`config.mk`:
```
export PLATFORM = sky130hd
export DESIGN_NAME = iosac_top
export DESIGN_NICKNAME = d
export VERILOG_FILES = /design/src/core/iosac_pkg.sv /design/src/core/iosac_top.sv
export VERILOG_INCLUDE_DIRS = /design/src /design/src/core
export SDC_FILE = /design/constraint.sdc
export NUM_CORES = 1
export LEC_CHECK = 0
export BUFFER_PORTS_ARGS = -buffer_cell sky130_fd_sc_hd__buf_2
export CORE_MARGIN = 3
export CORE_UTILIZATION = 40
export CTS_CLUSTER_DIAMETER = 50
export DETAILED_ROUTE_END_ITERATION = 10
export PLACE_DENSITY = 0.74
export RECOVER_POWER = 25
export SYNTH_ARGS = -nofsm -noshare
export SYNTH_HDL_FRONTEND = slang
export SYNTH_SLANG_ARGS = --single-unit
export TNS_END_PERCENT = 30
```
`constraint.sdc`:
```
create_clock -name sys_clk -period 2.6 [get_ports sys_clk]
set_input_delay 0.78 -clock sys_clk [delete_from_list [all_inputs] [get_ports sys_clk]]
set_output_delay 0.78 -clock sys_clk [all_outputs]
set_load 0.1 [all_outputs]
```
`src/core/iosac_map.svh`:
```
/*
 holds the constants of the i/o space access control block.
 assumes inclusion by its bare name from the package and the design file.
*/
`ifndef IOSAC_MAP_SVH
`define IOSAC_MAP_SVH
// ============================================================
// widths and levels
`define IOSAC_ADDR_W 32
`define IOSAC_DATA_W 32
`define IOSAC_MIO_MEM 1'b1
`define IOSAC_MIO_IO 1'b0
`define IOSAC_MIO_RESET 1'b1
`endif

```
`src/core/iosac_pkg.sv`:
```
/*
 holds the types of the i/o space access control block.
 assumes the map header is on the include path.
*/
`include "iosac_map.svh"
package iosac_pkg;
    // kind of access the core requests
    typedef enum logic [1:0] {
        IOSAC_OP_MEM_LD,
        IOSAC_OP_MEM_ST,
        IOSAC_OP_IO_LD,
        IOSAC_OP_IO_ST
    } iosac_op_t;
    // bus cycle sequencer states
    typedef enum logic [1:0] {
        IOSAC_IDLE,
        IOSAC_BUS,
        IOSAC_DONE
    } iosac_state_t;
endpackage

```
`src/core/iosac_top.sv`:
```
/*
 holds the i/o space access control block: it turns core load/store requests into
 bus cycles, marks i/o cycles, bypasses translation and the cache for i/o operands.
 assumes a translation result is presented with each memory request, and that the
 external bus answers every cycle with bus_rdy; the cache sits outside.
*/
// Function
// - a separate 4 GB i/o space reached only by the i/o load and store
// - bus cycles of i/o load or store drive the memory/io select low
// - i/o instructions at user level are no-ops: no bus cycle, no state change
// - i/o address operand goes on the bus untranslated as physical address
// - memory-mapped accesses use the page-translated physical address
// - i/o operands never looked up in nor allocated into the data cache
// - page cache-disable bit set makes the access noncacheable
// - cache_enable_in_n deasserted in the clock that bus_rdy ends a cycle forbids caching its data
`timescale 1ns/10ps
`default_nettype none
`include "iosac_map.svh"
module iosac_top #(
    parameter int ADDR_W = `IOSAC_ADDR_W,
    parameter int DATA_W = `IOSAC_DATA_W
) (
    input wire logic sys_clk, // processor clock
    input wire logic rst_n, // async reset, active low
    input wire logic req_valid, // core request, one-cycle pulse
    input wire iosac_pkg::iosac_op_t req_op, // kind of access
    input wire logic [ADDR_W-1:0] req_addr, // logical address or i/o port
    input wire logic [DATA_W-1:0] req_wdata, // store data
    input wire logic supervisor, // current level is supervisor
    input wire logic [ADDR_W-1:0] xlat_paddr, // translated address for req_addr
    input wire logic page_cache_disable, // page entry cache-disable bit
    input wire logic bus_rdy, // external bus finished the cycle
    input wire logic [DATA_W-1:0] bus_rdata, // read data from bus
    input wire logic cache_enable_in_n, // external cache enable, low = cacheable
    output logic req_ready, // block can take a request
    output logic bus_valid, // bus cycle in progress
    output logic bus_write, // bus cycle is a write
    output logic bus_mem_io_sel, // high memory, low i/o
    output logic [ADDR_W-1:0] bus_addr, // physical bus address
    output logic [DATA_W-1:0] bus_wdata, // bus write data
    output logic bus_cache_lookup, // cycle may use the data cache
    output logic resp_valid, // completion pulse
    output logic [DATA_W-1:0] resp_rdata, // load data
    output logic resp_cacheable, // returned data may be allocated
    output logic resp_dropped // request ignored as privileged no-op
);
    import iosac_pkg::*;

    // elaboration checks: the i/o space needs the full 32-bit address
    if (ADDR_W != 32) begin : g_bad_addr_w
        $error("iosac_top: i/o space is 4 GB, ADDR_W must be 32");
    end
    if (DATA_W < 8) begin : g_bad_data_w
        $error("iosac_top: DATA_W too small");
    end

    iosac_state_t state;
    logic is_io;
    logic is_wr;
    logic take;
    logic drop;
    logic cyc_nocache;

    assign is_io = (req_op == IOSAC_OP_IO_LD) || (req_op == IOSAC_OP_IO_ST);
    assign is_wr = (req_op == IOSAC_OP_MEM_ST) || (req_op == IOSAC_OP_IO_ST);
    assign take = req_valid && req_ready && !(is_io && !supervisor);
    assign drop = req_valid && req_ready && is_io && !supervisor;

    // ============================================================
    // sequencer
    // one bus cycle at a time, back pressure through req_ready
    always_ff @(posedge sys_clk or negedge rst_n) begin
        if (!rst_n) begin
            state <= IOSAC_IDLE;
        end else begin
            unique case (state)
                IOSAC_IDLE: begin
                    if (take) begin
                        state <= IOSAC_BUS;
                    end
                end
                IOSAC_BUS: begin
                    if (bus_rdy) begin
                        state <= IOSAC_DONE;
                    end
                end
                IOSAC_DONE: begin
                    state <= IOSAC_IDLE;
                end
            endcase
        end
    end

    // ready after finishing, or while idle and not taking a request
    always_ff @(posedge sys_clk or negedge rst_n) begin
        if (!rst_n) begin
            req_ready <= 1'b1;
        end else begin
            req_ready <= (state == IOSAC_DONE) || (state == IOSAC_IDLE && !take);
        end
    end

    // ============================================================
    // bus cycle launch
    always_ff @(posedge sys_clk or negedge rst_n) begin
        if (!rst_n) begin
            bus_valid <= 1'b0;
            bus_write <= 1'b0;
            bus_mem_io_sel <= `IOSAC_MIO_RESET;
            bus_addr <= '0;
            bus_wdata <= '0;
            bus_cache_lookup <= 1'b0;
        end else if (take) begin
            bus_valid <= 1'b1;
            bus_write <= is_wr;
            bus_mem_io_sel <= is_io ? `IOSAC_MIO_IO : `IOSAC_MIO_MEM;
            bus_addr <= is_io ? req_addr : xlat_paddr;
            bus_wdata <= req_wdata;
            bus_cache_lookup <= !is_io && !page_cache_disable;
        end else if (state == IOSAC_BUS && bus_rdy) begin
            bus_valid <= 1'b0;
            bus_cache_lookup <= 1'b0;
        end
    end

    // noncacheable cycle remembered from launch
    always_ff @(posedge sys_clk or negedge rst_n) begin
        if (!rst_n) begin
            cyc_nocache <= 1'b1;
        end else if (take) begin
            cyc_nocache <= is_io || page_cache_disable;
        end
    end

    // ============================================================
    // completion
    always_ff @(posedge sys_clk or negedge rst_n) begin
        if (!rst_n) begin
            resp_valid <= 1'b0;
            resp_rdata <= '0;
            resp_cacheable <= 1'b0;
            resp_dropped <= 1'b0;
        end else begin
            resp_valid <= (state == IOSAC_BUS && bus_rdy) || drop;
            resp_dropped <= drop;
            if (state == IOSAC_BUS && bus_rdy) begin
                resp_rdata <= bus_write ? '0 : bus_rdata;
                resp_cacheable <= !bus_write && !cyc_nocache && !cache_enable_in_n;
            end else begin
                resp_cacheable <= 1'b0;
            end
        end
    end

    // ============================================================
    // checks
    property p_io_low;
        @(posedge sys_clk) disable iff (!rst_n)
        take && is_io |=> bus_valid && bus_mem_io_sel == `IOSAC_MIO_IO;
    endproperty
    a_io_low: assert property (p_io_low) else $error("io cycle not marked low");

    property p_mem_high;
        @(posedge sys_clk) disable iff (!rst_n)
        take && !is_io |=> bus_mem_io_sel == `IOSAC_MIO_MEM;
    endproperty
    a_mem_high: assert property (p_mem_high) else $error("mem cycle not marked high");

    property p_user_noop;
        @(posedge sys_clk) disable iff (!rst_n)
        drop |=> !bus_valid && resp_dropped && state == IOSAC_IDLE;
    endproperty
    a_user_noop: assert property (p_user_noop) else $error("user io made a cycle");

    property p_io_phys;
        @(posedge sys_clk) disable iff (!rst_n)
        take && is_io |=> bus_addr == $past(req_addr);
    endproperty
    a_io_phys: assert property (p_io_phys) else $error("io address was translated");

    property p_mem_xlat;
        @(posedge sys_clk) disable iff (!rst_n)
        take && !is_io |=> bus_addr == $past(xlat_paddr);
    endproperty
    a_mem_xlat: assert property (p_mem_xlat) else $error("mem address not translated");

    property p_io_nocache;
        @(posedge sys_clk) disable iff (!rst_n)
        bus_valid && bus_mem_io_sel == `IOSAC_MIO_IO |-> !bus_cache_lookup ##1 !resp_cacheable;
    endproperty
    a_io_nocache: assert property (p_io_nocache) else $error("io operand cached");

    property p_cd_nocache;
        @(posedge sys_clk) disable iff (!rst_n)
        take && page_cache_disable |=> !bus_cache_lookup;
    endproperty
    a_cd_nocache: assert property (p_cd_nocache) else $error("cd page looked up");

    property p_ken_nocache;
        @(posedge sys_clk) disable iff (!rst_n)
        state == IOSAC_BUS && bus_rdy && cache_enable_in_n |=> !resp_cacheable;
    endproperty
    a_ken_nocache: assert property (p_ken_nocache) else $error("ken off data cached");

    // select and address stand for the whole bus cycle
    property p_sel_stands;
        @(posedge sys_clk) disable iff (!rst_n)
        bus_valid && !$rose(bus_valid) |-> $stable(bus_mem_io_sel) && $stable(bus_addr);
    endproperty
    a_sel_stands: assert property (p_sel_stands) else $error("select or address moved in a cycle");

    property p_drop_ready;
        @(posedge sys_clk) disable iff (!rst_n)
        drop |=> req_ready && !resp_cacheable;
    endproperty
    a_drop_ready: assert property (p_drop_ready) else $error("user io changed block state");

    property p_lookup_mem;
        @(posedge sys_clk) disable iff (!rst_n)
        bus_cache_lookup |-> bus_valid && bus_mem_io_sel == `IOSAC_MIO_MEM;
    endproperty
    a_lookup_mem: assert property (p_lookup_mem) else $error("cache lookup outside memory cycle");

    c_io_load: cover property (@(posedge sys_clk) disable iff (!rst_n)
        take && req_op == IOSAC_OP_IO_LD ##[1:20] resp_valid);
    c_user_drop: cover property (@(posedge sys_clk) disable iff (!rst_n) drop);
    c_mem_cached: cover property (@(posedge sys_clk) disable iff (!rst_n) resp_cacheable);
    c_io_store: cover property (@(posedge sys_clk) disable iff (!rst_n) take && req_op == IOSAC_OP_IO_ST);
endmodule // iosac_top
`default_nettype wire

```
=== After elaboration in Yosys (flattened, before gate mapping) ===
Index checks and enable logic that the tools add are counted.

* $add $sub $neg: 0
* Multipliers: 0
* Div/mod/pow operators: 0
* $lt $le $gt $ge: 0
* Eq/ne operators: 7
* Shift-type cells: 0
* Muxes and demuxes: 10
* Bitwise operators: 0
* Reductions and logical operators: 26

{| class="wikitable"
|+ Operator list
! cell !! count
|-
| $mux W32 || 2
|-
| $logic_and A1 B1 Y1 || 10
|-
| $logic_not A1 Y1 || 8
|-
| $eq A2 B2 Y1 const B || 3
|-
| $pmux W2 S3 || 1
|-
| $logic_or A1 B1 Y1 || 5
|-
| $mux W1 || 5
|-
| $eq A2 B1 Y1 const B || 2
|-
| $mux W2 || 2
|-
| $ne A2 B2 Y1 const B || 2
|-
| $logic_not A2 Y1 || 1
|-
| $reduce_and A2 Y1 || 1
|-
| $reduce_bool A2 Y1 || 1
|}

* Register bits after elaboration: 107
* Latch bits: 0
* RAM bits: 0
* ROM bits: 0
* Input port bits: 137
* Logic and storage cells: 56
* Memories: 0

=== Depth between registers and ports, before layout ===
* Depth after elaboration: 8
* Depth in mapped cells: 7
* Mapped depth without buffers: 5

=== Worst setup path after synthesis ===
No wires, ideal clock.

* Path type: input to register
* Start point: input req_op[1]
* End point: register state[1]
* Library setup time: 0.128 ns
* Arrival time: 1.674 ns
* Data required time: 2.472 ns
* Setup slack: 0.799 ns
* Stages on the path: 5
* Buffers on the path: 1
* Cell sequence: buf_4 -> nand2b_4 -> nand3_4 -> a22o_1 -> mux2_1

* Word-level cells in the longest chain between the ends: 7
* Elaborated cells on any way between the ends: 8
* Those cells by class: 3 x eq/ne; 5 x reduce/logical

{| class="wikitable"
|+ RTL lines
! element !! line !! source
|-
| start, declared || iosac_top.sv:26 || <nowiki>input wire iosac_pkg::iosac_op_t req_op,</nowiki>
|-
| $eq A2 B2 Y1 || iosac_top.sv:64 || <nowiki>assign is_io = (req_op == IOSAC_OP_IO_LD) || (req_op == IOSAC_OP_IO_ST);</nowiki>
|-
| $logic_or A1 B1 Y1 * || iosac_top.sv:64 ||
|-
| $logic_and A1 B1 Y1 * || iosac_top.sv:66 || <nowiki>assign take = req_valid && req_ready && !(is_io && !supervisor);</nowiki>
|-
| $logic_not A1 Y1 * || iosac_top.sv:66 ||
|-
| $logic_and A1 B1 Y1 * || iosac_top.sv:66 ||
|-
| $ne A2 B2 Y1 (no line) * || -- ||
|-
| $reduce_and A2 Y1 (no line) * || -- ||
|-
| end signal, assigned || iosac_top.sv:74 || <nowiki>state <= IOSAC_IDLE;</nowiki>
|-
| end signal, assigned || iosac_top.sv:79 || <nowiki>state <= IOSAC_BUS;</nowiki>
|-
| end signal, assigned || iosac_top.sv:84 || <nowiki>state <= IOSAC_DONE;</nowiki>
|-
| end, declared || iosac_top.sv:57 || <nowiki>iosac_state_t state;</nowiki>
|}

Every way passes the cells marked *; elsewhere a longest branch is shown, timed or not.
A chain may end at the register's enable or synchronous reset.

=== Worst setup path in the final report ===
* Start point: register req_ready
* End point: output req_ready

{| class="wikitable"
|+ RTL lines
! element !! line !! source
|-
| start, declared || iosac_top.sv:35 || <nowiki>output logic req_ready,</nowiki>
|-
| start signal, assigned || iosac_top.sv:99 || <nowiki>req_ready <= (state == IOSAC_DONE) || (state == IOSAC_IDLE && !take);</nowiki>
|}

No word-level cell between the ends.

==> run metrics <==
Yosys top cell area share=roughly three fifths; number of global-route vias before repair=approximately 3900; die height=about 110 um; start of the worst register-to-register path=req_ready; FMAX=approximately 460 MHz; largest net degree at the start of global routing=56; # setup viols final=0; Layout Skew=slightly below 0.008 ns; Post-Syn Nets=594; Sequential Area=around 2700 um^2; Tot GR Track Use=roughly a fifth; antenna violations before repair=0; fin crit share=a little over four fifths; crit path from=req_ready; cell taking the most area after synthesis=dfrtp_1; I/O pin count=241; grt ovf=0; Final HPWL DP=8850 um; Post-CTS Setup Inserts=0; post-route design area=about 6000 um^2; clk root buf=clkbuf_8; Antenna Nets Post-Route=0; latest clock arrival within the worst-skew pair=approximately 0.36 ns; yosys synthesis warning count=0; effective utilization at floorplan=between 40% and 50%; synthesized area=~4500 um^2; global-route wire length before repair=a little under 20000 um; Crit path depth=1; Crit-path slowest cell=dfstp_2; main area contributors after synthesis=dfrtp_1, nand2_1, mux2i_1; status=completed; Most used DFF post-synth=dfrtp_1; hold depth=2; PortBufs=240; CP Launch Type=register; routed vias/inst=between 4 and 5; Top Family by Delay on Critical Path=flip-flops; RSZ-0062 raised after global routing=false; final setup TNS=0 ns; Num Clock Sinks=about 110; Crit path required time=~1.8 ns; Hold Fails Final Rpt=0; Area after DPL=a little under 6000 um^2; drt wl/cell=14.0 um; share of layout cells above drive strength 1=39.0%; Bufs and invs on worst path=1; Worst Setup EP=req_ready; 1st-iter DRT viols=170; Synth Instances=roughly 450; Post-synth EDFFs=0; P&R area growth vs syn=34.6%; worst path cell trace=buf_2; fraction of registers with async set/reset=100%; DRC=0; Die Wd=roughly 110 um; Max clock buf depth=2; Worst Max-Slew Pin Slew=1.46 ns; Final Critical Period=2.17 ns; multi-input logic area=between 1500 and 2000 um^2; synth unique cells=22; Clk pin slew, worst setup/hold paths=approximately 0.1 ns; post-CTS sizing=0; Crit path largest cell delay=about 0.59 ns; Rows=37; Placer Congestion=just under 0.8; drt first pass iters=4; total CTS buffers=9; critical path peak fanout=4; H-tree levels=3; CTS tree=done; R2R cell count=4; Worst EP arrival=1.39 ns; die area=12500 um^2; max_cap viols=0; Post-Route WL=roughly 12000 um; fillers=973; Relative slew margins=2.86%; r2r setup slk=between 1 and 1.5 ns; worst hold path class=register to register; worst setup path class=register to primary output; area of the core=between 10000 and 15000 um^2; count of pins over their slew limit=0; CP endpoint kind=primary output; nets=about 830; Via Count=around 3800; Seq/Total Area, Yosys=about three fifths; #FFs+latches synth=between 100 and 150; Hold Buf Count CTS=0; number of inserted diodes=0; Avg Synthesized Cell Area=9.84 um^2; FF-to-FF End=bus_cache_lookup
-- cell usage in the layout (no fill, tap or decap), drive strengths merged --
cell type	instances
buf	247
nand2	169
dfrtp	104
o21ai	66
mux2i	33
nand2b	33
clkbuf	12
ha	4
inv	3
dfstp	3
clkinv	3
nand3	2
nor2	1
a21o	1
nor4	1
nor2b	1
o32a	1
a22o	1
mux2	1
o32ai	1
clkinvlp	1
bufinv	1
-- layout make-up --
class / instances / share of cell area, %
sequential: 107 / 44.7
clock buffer: 11 / 2.36
tap: 136 / 2.83
inverter: 3 / 0.188
timing repair buffer: 248 / 21.6
multi-input combinational: 315 / 27.5
clock inverter: 5 / 0.875
-- synthesized netlist by cell type (3+ instances only) --
cell / n
dfrtp_1: 104
clkbuf_1: 16
nand2_1: 169
dfstp_2: 3
inv_1: 3
mux2i_1: 33
nand2b_1: 32
buf_2: 11
ha_1: 4
o21ai_0: 66
-- worst min path at each step --
| stage | startpoint | to | slack [ns] |
|---|---|---|---|
| floorplan | rst_n | bus_addr[0] | 0.48 |
| global placement | bus_wdata[13] | bus_wdata[13] | 0.45 |
| detailed placement | bus_wdata[18] | bus_wdata[18] | 0.46 |
| CTS | rst_n | bus_wdata[23] | 0.30 |
| global route | resp_rdata[25] | resp_rdata[25] | 0.51 |
| finish | bus_wdata[18] | bus_wdata[18] | 0.48 |
-- layer usage --
| layer | share of wire [%] | GRT usage [%] |
|---|---|---|
| met2 | 49 | 31.2 |
| met3 | 6.7 | 3.53 |
| met4 | 1.9 | 7.46 |
| met5 | 0 | 0 |
| met1 | 43 | 24.8 |
-- registers in the layout, summed over array words and instances, names as in the netlist --
register / cells
bus_addr: 32
bus_wdata: 32
resp_rdata: 32
state: 2
bus_cache_lookup: 1
bus_mem_io_sel: 1
bus_valid: 1
bus_write: 1
cyc_nocache: 1
req_ready: 1
resp_cacheable: 1
resp_dropped: 1
resp_valid: 1
-- cell families (layout without fill, tap and decap cells) --
logic type / after synthesis / count (layout) / synth area share [%]
buf+inv: 31 / 267 / 3.00
compound gates: 70 / 70 / 8.19
mux: 34 / 34 / 7.66
fa+ha+maj: 4 / 4 / 1.12
flops: 107 / 107 / 60.1
simple gates: 207 / 207 / 19.9
-- metrics by stage --
stage	setup WS, ns	utilization, %	instances	hold WS (ns)
6_report	0.427	56.6	825	0.478
5_1_grt	0.385	56.6	825	0.509
4_1_cts	0.401	56.7	825	0.301
3_5_place_dp	0.517	54.8	809	0.457
3_3_place_gp	0.585	54.8	809	0.453
2_1_floorplan	0.799	-	453	0.484
Power is not shown: default switching activity piles up to over one toggle a cycle in this logic, so the estimate is an artifact.
